### src/rrd_pkg.sv
// Purpose: Constants for the regulator, timer display and signal strength
//          register slice.
// Assumes: Eight-bit registers on a byte-addressed host port.
// Notes:   Offsets are byte addresses on the host port.
package rrd_pkg;
   localparam int ADDR_W = 8;
   localparam int DATA_W = 8;
   localparam logic [7:0] REG_CTRL_OFS = 8'h2A;
   localparam logic [7:0] REG_DISP_OFS = 8'h2B;
   localparam logic [7:0] REG_RSSI_OFS = 8'h2C;
   localparam logic [7:0] REG_AUX_OFS = 8'h30;
   localparam logic [7:0] CTRL_RESET = 8'h00;
   localparam logic [7:0] RSSI_RESET = 8'h00;
   localparam logic [3:0] REG_CODE_MAX = 4'hF;
   localparam logic [3:0] REG_CODE_MIN = 4'h5;
   localparam int CTRL_SRC_BIT = 7;
   localparam int CTRL_CODE_HI = 6;
   localparam int CTRL_CODE_LO = 3;
   localparam int CTRL_MEAS_HI = 2;
   localparam int CTRL_MEAS_LO = 1;
   localparam logic [1:0] MEAS_MAIN = 2'h0;
   localparam logic [1:0] MEAS_ANALOG = 2'h1;
   localparam logic [1:0] MEAS_DIGITAL = 2'h2;
   localparam logic [1:0] MEAS_RF = 2'h3;
endpackage : rrd_pkg

### src/rrd_regs.sv
// Purpose: Regulator control, regulator/timer display and peak signal
//          strength registers of an HF reader front end.
// Assumes: Timer, receiver and command inputs are on the same clock.
// Notes:   Read data appear one cycle after the read strobe.
`timescale 1ns/1ps

// Function
// Control bit 7 picks adjust result (0) or software code (1).
// Control bits 6:3 hold the software regulator code.
// Control bits 2:1 select supply for power measurement.
// Control register clears at reset and set-default.
// Display bits 7:4 show the effective regulator code.
// Effective code is all ones after reset or set-default.
// Valid codes are 0101 to 1111; lower codes unused.
// Display bit 2 shows general purpose timer running.
// Display bit 1 shows no-response timer running.
// Display bit 0 shows mask receive timer running.
// Signal strength bits 7:4 hold amplitude channel peak.
// Signal strength bits 3:0 hold phase channel peak.
// Peaks clear at message start and on clear command.
// Signal strength register is zero after reset and set-default.
// Auxiliary bit 7 shows which channel value logic uses.
// Codes rise monotonically with received amplitude.
// Control register is readable and writable.
// Signal strength register ignores writes.
// Channel select bit reads 0 for amplitude, 1 for phase.
// Each peak updates only when a new code is larger.
// Display is read-only, bit 3 zero; control bit 0 reads zero.
module rrd_regs
   import rrd_pkg::*;
(
   // Clock and reset
   input wire logic clock,
   input wire logic rst_n,
   // Host register port
   input wire logic [ADDR_W-1:0] addr,
   input wire logic [DATA_W-1:0] wdata,
   input wire logic wr,
   input wire logic rd,
   output logic [DATA_W-1:0] rdata,
   // Commands and events
   input wire logic set_default,
   input wire logic clear_rssi,
   input wire logic msg_start,
   input wire logic adjust_done,
   input wire logic [3:0] adjust_code,
   // Receiver measurements
   input wire logic amp_valid,
   input wire logic [3:0] amp_code,
   input wire logic phase_valid,
   input wire logic [3:0] phase_code,
   input wire logic phase_chan_sel,
   // Timer status
   input wire logic gpt_running,
   input wire logic nrt_running,
   input wire logic mrt_running,
   // Regulator outputs
   output logic [3:0] reg_code,
   output logic [1:0] measure_supply_select
);

   // ------------------------------------------------------------
   // Control register
   // ------------------------------------------------------------
   logic [7:0] ctrl;
   logic [3:0] adj_code;
   logic ctrl_wr;
   logic [7:0] disp_val;
   logic [7:0] rssi_val;
   logic [3:0] amplitude_chan_peak;
   logic [3:0] phase_chan_peak;
   logic [2:0] timers;
   logic chan_sel;
   logic [3:0] next_reg_code;

   function automatic logic [3:0] peak_of(input logic [3:0] cur,
                                          input logic [3:0] smp,
                                          input logic vld);
      peak_of = (vld && smp > cur) ? smp : cur;
   endfunction : peak_of

   assign ctrl_wr = wr && addr == REG_CTRL_OFS;

   always_ff @(posedge clock) begin
      if (!rst_n || set_default) begin
         ctrl <= CTRL_RESET;
      end else if (ctrl_wr) begin
         ctrl <= {wdata[7:1], 1'b0};
      end
   end

   // ------------------------------------------------------------
   // Regulator code selection
   // ------------------------------------------------------------
   always_ff @(posedge clock) begin
      if (!rst_n || set_default) begin
         adj_code <= REG_CODE_MAX;
      end else if (adjust_done) begin
         adj_code <= adjust_code;
      end
   end

   // Codes below the minimum are unused; software is expected to avoid them.
   always_comb begin
      if (ctrl[CTRL_SRC_BIT]) begin
         next_reg_code = ctrl[CTRL_CODE_HI:CTRL_CODE_LO];
      end else begin
         next_reg_code = adj_code;
      end
   end

   always_ff @(posedge clock) begin
      if (!rst_n || set_default) begin
         reg_code <= REG_CODE_MAX;
         measure_supply_select <= MEAS_MAIN;
      end else begin
         reg_code <= next_reg_code;
         measure_supply_select <= ctrl[CTRL_MEAS_HI:CTRL_MEAS_LO];
      end
   end

   // ------------------------------------------------------------
   // Timer flags and channel select
   // ------------------------------------------------------------
   always_ff @(posedge clock) begin
      if (!rst_n) begin
         timers <= 3'h0;
         chan_sel <= 1'b0;
      end else begin
         timers <= {gpt_running, nrt_running, mrt_running};
         chan_sel <= phase_chan_sel;
      end
   end

   // ------------------------------------------------------------
   // Peak signal strength
   // ------------------------------------------------------------
   always_ff @(posedge clock) begin
      if (!rst_n || set_default || clear_rssi || msg_start) begin
         amplitude_chan_peak <= 4'h0;
         phase_chan_peak <= 4'h0;
      end else begin
         amplitude_chan_peak <= peak_of(amplitude_chan_peak, amp_code,
                                        amp_valid);
         phase_chan_peak <= peak_of(phase_chan_peak, phase_code,
                                    phase_valid);
      end
   end

   // ------------------------------------------------------------
   // Read path
   // ------------------------------------------------------------
   assign disp_val = {reg_code, 1'b0, timers};
   assign rssi_val = {amplitude_chan_peak, phase_chan_peak};

   always_ff @(posedge clock) begin
      if (!rst_n) begin
         rdata <= 8'h00;
      end else if (rd) begin
         unique case (addr)
            REG_CTRL_OFS: rdata <= ctrl;
            REG_DISP_OFS: rdata <= disp_val;
            REG_RSSI_OFS: rdata <= rssi_val;
            REG_AUX_OFS: rdata <= {chan_sel, 7'h00};
            default: rdata <= 8'h00;
         endcase
      end else begin
         rdata <= 8'h00;
      end
   end

   // ------------------------------------------------------------
   // Checks
   // ------------------------------------------------------------
   a_ctrl_reset_clear: assert property (@(posedge clock)
      (!rst_n || set_default) |=> ctrl == 8'h00)
      else $error("control register not cleared");
   a_ctrl_bit0_zero: assert property (@(posedge clock)
      disable iff (!rst_n) ctrl[0] == 1'b0)
      else $error("control bit 0 set");
   a_src_manual: assert property (@(posedge clock) disable iff (!rst_n)
      (ctrl[7] && !set_default) |=> reg_code == $past(ctrl[6:3]))
      else $error("manual code not applied");
   a_code_default: assert property (@(posedge clock)
      (!rst_n || set_default) |=> reg_code == 4'hF)
      else $error("default code not maximum");
   a_meas_follow: assert property (@(posedge clock) disable iff (!rst_n)
      !set_default |=> measure_supply_select == $past(ctrl[2:1]))
      else $error("measure select mismatch");
   a_peak_clear: assert property (@(posedge clock)
      (clear_rssi || msg_start) |=> rssi_val == 8'h00)
      else $error("peaks not cleared");
   a_peak_mono: assert property (@(posedge clock) disable iff (!rst_n)
      !(set_default || clear_rssi || msg_start)
      |=> amplitude_chan_peak >= $past(amplitude_chan_peak)
       && phase_chan_peak >= $past(phase_chan_peak))
      else $error("peak decreased");
   a_rssi_nowrite: assert property (@(posedge clock) disable iff (!rst_n)
      (wr && addr == REG_RSSI_OFS && !amp_valid && !phase_valid && !clear_rssi
       && !msg_start && !set_default) |=> $stable(rssi_val))
      else $error("write changed peaks");
   a_timer_flags: assert property (@(posedge clock) disable iff (!rst_n)
      1'b1 |=> disp_val[2:0] == $past({gpt_running, nrt_running,
                                       mrt_running}))
      else $error("timer flags mismatch");
   a_read_ctrl: assert property (@(posedge clock) disable iff (!rst_n)
      (rd && addr == REG_CTRL_OFS) |=> rdata == $past(ctrl))
      else $error("control readback mismatch");

   // ------------------------------------------------------------
   // Control register checks
   // ------------------------------------------------------------
   // A write to the control register lands at the next edge.
   a_src_write: assert property (@(posedge clock) disable iff (!rst_n)
      (rst_n && wr && addr == REG_CTRL_OFS && !set_default)
      |=> ctrl[CTRL_SRC_BIT] == $past(wdata[CTRL_SRC_BIT]))
      else $error("source select not written");
   a_code_write: assert property (@(posedge clock) disable iff (!rst_n)
      (rst_n && wr && addr == REG_CTRL_OFS && !set_default)
      |=> ctrl[CTRL_CODE_HI:CTRL_CODE_LO]
       == $past(wdata[CTRL_CODE_HI:CTRL_CODE_LO]))
      else $error("software code not written");
   a_meas_write: assert property (@(posedge clock) disable iff (!rst_n)
      (rst_n && wr && addr == REG_CTRL_OFS && !set_default)
      |=> ctrl[CTRL_MEAS_HI:CTRL_MEAS_LO]
       == $past(wdata[CTRL_MEAS_HI:CTRL_MEAS_LO]))
      else $error("measure field not written");
   // Writes elsewhere, display and signal strength included, leave it alone.
   a_ctrl_hold: assert property (@(posedge clock) disable iff (!rst_n)
      (rst_n && !(wr && addr == REG_CTRL_OFS) && !set_default)
      |=> $stable(ctrl))
      else $error("control changed without write");
   a_meas_default: assert property (@(posedge clock)
      (!rst_n || set_default) |=> measure_supply_select == MEAS_MAIN)
      else $error("measure select not cleared");

   // ------------------------------------------------------------
   // Regulator code checks
   // ------------------------------------------------------------
   a_src_auto: assert property (@(posedge clock) disable iff (!rst_n)
      (rst_n && !ctrl[CTRL_SRC_BIT] && !set_default)
      |=> reg_code == $past(adj_code))
      else $error("adjust result not applied");
   a_adjust_load: assert property (@(posedge clock) disable iff (!rst_n)
      (rst_n && adjust_done && !set_default)
      |=> adj_code == $past(adjust_code))
      else $error("adjust result not stored");
   a_adjust_default: assert property (@(posedge clock)
      (!rst_n || set_default) |=> adj_code == REG_CODE_MAX)
      else $error("adjust result not at maximum");
   // A valid software code never turns into an unused one on the way out.
   a_code_valid: assert property (@(posedge clock) disable iff (!rst_n)
      (rst_n && ctrl[CTRL_SRC_BIT] && !set_default
       && ctrl[CTRL_CODE_HI:CTRL_CODE_LO] >= REG_CODE_MIN)
      |=> reg_code >= REG_CODE_MIN)
      else $error("valid code lost");
   a_disp_code: assert property (@(posedge clock) disable iff (!rst_n)
      (rst_n && rd && addr == REG_DISP_OFS)
      |=> rdata[7:4] == $past(reg_code))
      else $error("displayed code mismatch");
   a_disp_gap: assert property (@(posedge clock) disable iff (!rst_n)
      (rst_n && rd && addr == REG_DISP_OFS) |=> rdata[3] == 1'b0)
      else $error("display bit 3 set");

   // ------------------------------------------------------------
   // Timer flag checks
   // ------------------------------------------------------------
   // A read shows the flags that stood two edges before the data.
   a_gpt_flag: assert property (@(posedge clock) disable iff (!rst_n)
      (rst_n && $past(rst_n) && rd && addr == REG_DISP_OFS)
      |=> rdata[2] == $past(gpt_running, 2))
      else $error("general purpose flag mismatch");
   a_nrt_flag: assert property (@(posedge clock) disable iff (!rst_n)
      (rst_n && $past(rst_n) && rd && addr == REG_DISP_OFS)
      |=> rdata[1] == $past(nrt_running, 2))
      else $error("no-response flag mismatch");
   a_mrt_flag: assert property (@(posedge clock) disable iff (!rst_n)
      (rst_n && $past(rst_n) && rd && addr == REG_DISP_OFS)
      |=> rdata[0] == $past(mrt_running, 2))
      else $error("mask receive flag mismatch");

   // ------------------------------------------------------------
   // Peak signal strength checks
   // ------------------------------------------------------------
   a_rssi_default: assert property (@(posedge clock)
      (!rst_n || set_default) |=> rssi_val == RSSI_RESET)
      else $error("peaks not cleared by default");
   a_amp_read: assert property (@(posedge clock) disable iff (!rst_n)
      (rst_n && rd && addr == REG_RSSI_OFS)
      |=> rdata[7:4] == $past(amplitude_chan_peak))
      else $error("amplitude peak readback mismatch");
   a_phase_read: assert property (@(posedge clock) disable iff (!rst_n)
      (rst_n && rd && addr == REG_RSSI_OFS)
      |=> rdata[3:0] == $past(phase_chan_peak))
      else $error("phase peak readback mismatch");
   a_amp_peak: assert property (@(posedge clock) disable iff (!rst_n)
      (rst_n && amp_valid && !set_default && !clear_rssi && !msg_start)
      |=> amplitude_chan_peak >= $past(amp_code))
      else $error("amplitude sample above peak");
   a_phase_peak: assert property (@(posedge clock) disable iff (!rst_n)
      (rst_n && phase_valid && !set_default && !clear_rssi && !msg_start)
      |=> phase_chan_peak >= $past(phase_code))
      else $error("phase sample above peak");
   // Without a sample, a peak holds until a clear.
   a_amp_idle: assert property (@(posedge clock) disable iff (!rst_n)
      (rst_n && !amp_valid && !set_default && !clear_rssi && !msg_start)
      |=> $stable(amplitude_chan_peak))
      else $error("amplitude peak moved without sample");
   a_phase_idle: assert property (@(posedge clock) disable iff (!rst_n)
      (rst_n && !phase_valid && !set_default && !clear_rssi && !msg_start)
      |=> $stable(phase_chan_peak))
      else $error("phase peak moved without sample");
   // A larger code is taken as it is, so codes keep their order.
   a_amp_take: assert property (@(posedge clock) disable iff (!rst_n)
      (rst_n && amp_valid && amp_code > amplitude_chan_peak
       && !set_default && !clear_rssi && !msg_start)
      |=> amplitude_chan_peak == $past(amp_code))
      else $error("amplitude peak not taken");
   a_phase_take: assert property (@(posedge clock) disable iff (!rst_n)
      (rst_n && phase_valid && phase_code > phase_chan_peak
       && !set_default && !clear_rssi && !msg_start)
      |=> phase_chan_peak == $past(phase_code))
      else $error("phase peak not taken");

   // ------------------------------------------------------------
   // Channel select and read path checks
   // ------------------------------------------------------------
   a_chan_follow: assert property (@(posedge clock) disable iff (!rst_n)
      rst_n |=> chan_sel == $past(phase_chan_sel))
      else $error("channel select lags");
   a_aux_read: assert property (@(posedge clock) disable iff (!rst_n)
      (rst_n && rd && addr == REG_AUX_OFS)
      |=> rdata == {$past(chan_sel), 7'h00})
      else $error("auxiliary readback mismatch");
   // Read data stand for one cycle only; idle cycles read zero.
   a_rdata_idle: assert property (@(posedge clock) disable iff (!rst_n)
      (rst_n && !rd) |=> rdata == 8'h00)
      else $error("read data not idle");
   a_unmapped_read: assert property (@(posedge clock) disable iff (!rst_n)
      (rst_n && rd && addr != REG_CTRL_OFS && addr != REG_DISP_OFS
       && addr != REG_RSSI_OFS && addr != REG_AUX_OFS) |=> rdata == 8'h00)
      else $error("unmapped read not zero");

endmodule : rrd_regs

### config.mk
export PLATFORM = sky130hd
export DESIGN_NAME = rrd_regs
export DESIGN_NICKNAME = d
export VERILOG_FILES = /design/src/rrd_pkg.sv /design/src/rrd_regs.sv
export SDC_FILE = /design/constraint.sdc
export NUM_CORES = 1
export LEC_CHECK = 0
export ABC_AREA = 1
export BUFFER_PORTS_ARGS = -buffer_cell sky130_fd_sc_hd__clkbuf_2
export CAP_MARGIN = 15
export CORE_UTILIZATION = 37
export CTS_CLUSTER_DIAMETER = 80
export DETAILED_ROUTE_END_ITERATION = 10
export PLACE_DENSITY = 0.62
export SLEW_MARGIN = 10
export SYNTH_ARGS = -nofsm -noshare
export SYNTH_HDL_FRONTEND = slang
export SYNTH_SLANG_ARGS = --single-unit
### constraint.sdc
create_clock -name clock -period 1.3 [get_ports clock]
set_input_delay 0.13 -clock clock [delete_from_list [all_inputs] [get_ports clock]]
set_output_delay 0.13 -clock clock [all_outputs]
set_load 0.1 [all_outputs]
==> metrics.txt <==
status=finished with violations; violations in the final reports=setup timing; PwrDens=955 mW/mm^2; Yosys top cell area share=40.2%; main area contributors after synthesis=dfxtp_1 40%, nand2_1 15%, nor2_1 10%, inv_1 9.0%, nand3_1 6.8%; WP data arrival=1.49 ns; first-pass GRT wire length=6620 um; H-tree levels=2; fill count=503; drt via density=4.29; Crit path required time=1.48 ns; PnR worst setup slack=-0.00560 ns; Peak Freq=766 MHz; period utilization=100%; DP HPWL=3140 um; Syn. warnings=0; Seq/Total Area, Yosys=40.2%; Setup CP Type=reg2reg; Worst VDD drop=0.000653 V; Seq pwr share=48.0%; max layer used=met4; worst-skew pair later-pin latency=0.28 ns; Initial Utilization=38.8%; Mapped Area=0.00184 mm^2; register area=749 um^2; Slowest-stage cell, CP=dfxtp_2; critical path, cell by cell=inv_2, ha_4, inv_2, o21bai_1, nand2_1, nand2_4, nand3_1, nand2_1, nor2_1; met3 wire length=150 um; area leader, netlist=dfxtp_1; Buf+Inv Stages, Crit Path=2; All-Layer GR Usage=16.4%; die area=0.00527 mm^2; fin. max-slew vios=0; P_leak=1.29 nW; Max Cap Viol=0; WL per Instance=9.82 um; Core Util, Final=53.2%; TritonCTS Buffers=5; clk sink count=37; post-route met1 wirelength=1950 um; Rows=25; Int Pwr=0.00185 W; root buffer cell=clkbuf_8; Top Ports=56; gr ovfl total=0; RSZ-0062 raised after global routing=yes; Multi-input gate area=0.00105 mm^2; core area=0.00475 mm^2; family with the most delay on the worst path=simple AND/OR/NAND/NOR gates; Area Growth Syn to Fin=37.2%; CTS tree=built; ANT cells=0; count of input and output buffers=54; CP endpoint kind=register; Worst-path clk slew=0.07 ns; Clock power frac=38.8%; Final Total Pwr=0.00242 W; Fin. Hold Viols=0; min cycle time layout=1.31 ns; Die Height=72.6 um; Placer Congestion=0.812; vias in the first global route=1606; DIE WIDTH=72.6 um; Comb pwr share=13.2%; Worst slew margin=64.2%; CTS Hold Bufs=0; Post-Syn Instances=273; final net count=392; unique cell type count in the Yosys netlist=22; Final setup viols=4; Worst Tran Pin Value=0.539 ns; P_sw=0.000571 W; Detail Route Antenna Nets=0; antenna violations before repair=0; nature of the critical path startpoint=register; clock skew=0.00600 ns; HP Class=in2reg; vias=1754; sw frac=23.6%; layout cells sized above 1=34.2%; Max FO, Critical Path=8; WL met2=1860 um; DRT iter0 DRCs=62; CTS Buffer Depth=2; drt first pass iters=4; crit-path max cell delay=0.34 ns; syn_nets=323; Seq cells post-synth=37; largest net degree at the start of global routing=15; Post-Route WL=4020 um; DR DRC count=0; Mean Syn Cell Area=6.76 um^2
[cell families (layout without fill, tap and decap cells)]
family,count (synthesis),after routing,synth area share (%)
AOI/OAI and AO/OA,20,20,6.38
and+or+nand+nor,159,159,37.2
DFF,37,37,40.2
buffers and inverters,49,118,10.8
adders and majority gates,8,8,5.43
[cell usage in the layout, fill, tap and decap left out, types with 2 or more instances in the layout]
cell and instances:
clkbuf_8 5, o21a_4 2, nor2_2 2, clkbuf_2 45, nand2_1 69, ha_1 4
nand3_1 18, o211ai_1 3, ha_4 4, nor2_1 50, dfxtp_1 30, nand3_2 7
nand2_4 2, a21oi_1 6, inv_1 40, nand2_2 5, inv_2 6, nor2_4 2
buf_4 20, o21bai_1 2, a21oi_2 5, dfxtp_2 7
[registers in the layout (all words and copies together), names as in the netlist]
register,count
chan_sel,1
amplitude_chan_peak,4
ctrl,7
measure_supply_select,2
adj_code,4
rdata,8
reg_code,4
timers,3
phase_chan_peak,4
[metal layers]
metal / up-vias / global-route usage (%)
met5: - / 0
met4: 0 / 5.88
met3: 6 / 4.14
met2: 34 / 28.0
met1: 741 / 19.8
li1: 973 / -
[synth_stat cells]
cell	n
o21ai_0	1
buf_4	2
ha_1	8
nand2_1	74
nor2_2	2
o21a_1	2
o211ai_1	3
nand2_2	2
o21ai_1	1
o21bai_1	2
inv_2	2
nor3_4	1
nor2_1	50
or2_4	1
dfxtp_1	37
nand4_1	1
inv_1	44
buf_6	1
nand3_1	25
nand3_4	1
nor2_4	2
a21oi_1	11
[path summary, 6_finish.rpt]
kind | startpoint | to | slack, ns | depth (start not counted)
setup / recovery | phase_chan_peak[1]$_SDFFE_PP0P_ | phase_chan_peak[2]$_SDFFE_PP0P_ | -0.006 | 9
hold / removal | nrt_running | timers[1]$_SDFF_PN0_ | 0.04 | 3
setup reg to reg | phase_chan_peak[1]$_SDFFE_PP0P_ | phase_chan_peak[2]$_SDFFE_PP0P_ | -0.006 | 9
hold reg to reg | ctrl[7]$_SDFFE_PP0P_ | reg_code[2]$_SDFF_PP1_ | 0.48 | 2
[power groups by stage]
stage	combinational (W)	clock, W	sequential [W]
global route	0.000359	0.00102	0.00116
floorplan	0.000141	0	0.00120
detailed placement	0.000268	0	0.00118
finish	0.000319	0.000939	0.00116
CTS	0.000289	0.000977	0.00116
global placement	0.000264	0	0.00118
[stage by stage]
stage / hold WS [ns] / instance area [um^2] / setup WS, ns / cells / setup TNS [ns]
after global placement: 0.321 / 2280 / -0.0583 / 402 / -0.392
after CTS: 0.0315 / 2440 / 0.000294 / 409 / 0
final: 0.0399 / 2530 / -0.00560 / 409 / -0.00849
after floorplan: 0.223 / 1850 / 0.0313 / 273 / 0
after global routing: 0.0321 / 2530 / -0.0999 / 409 / -0.655
after detailed placement: 0.324 / 2280 / -0.0963 / 402 / -0.573
[tightest hold or removal path, cell delays in order]
cell      delay (ns)
clkbuf_2        0.08
nand2_1         0.04
inv_1           0.04
[timing repair]
action / in CTS / in global routing
gates resized for setup: 13 / 21
buffers inserted: 0 / 0
gates cloned: 0 / 0
pin swaps: 2 / 8
setup endpoints to repair: 8 / 8
[area by class of cell]
cell class                 count  share of cell area [%]
inverter                      46                    6.82
clock inverter                 2                    1.38
timing repair buffer          65                    14.8
sequential                    37                    29.6
tap                           67                    3.31
clock buffer                   5                    2.72
multi-input combinational    187                    41.3
No activity file was read; power rests on OpenSTA's default activity.
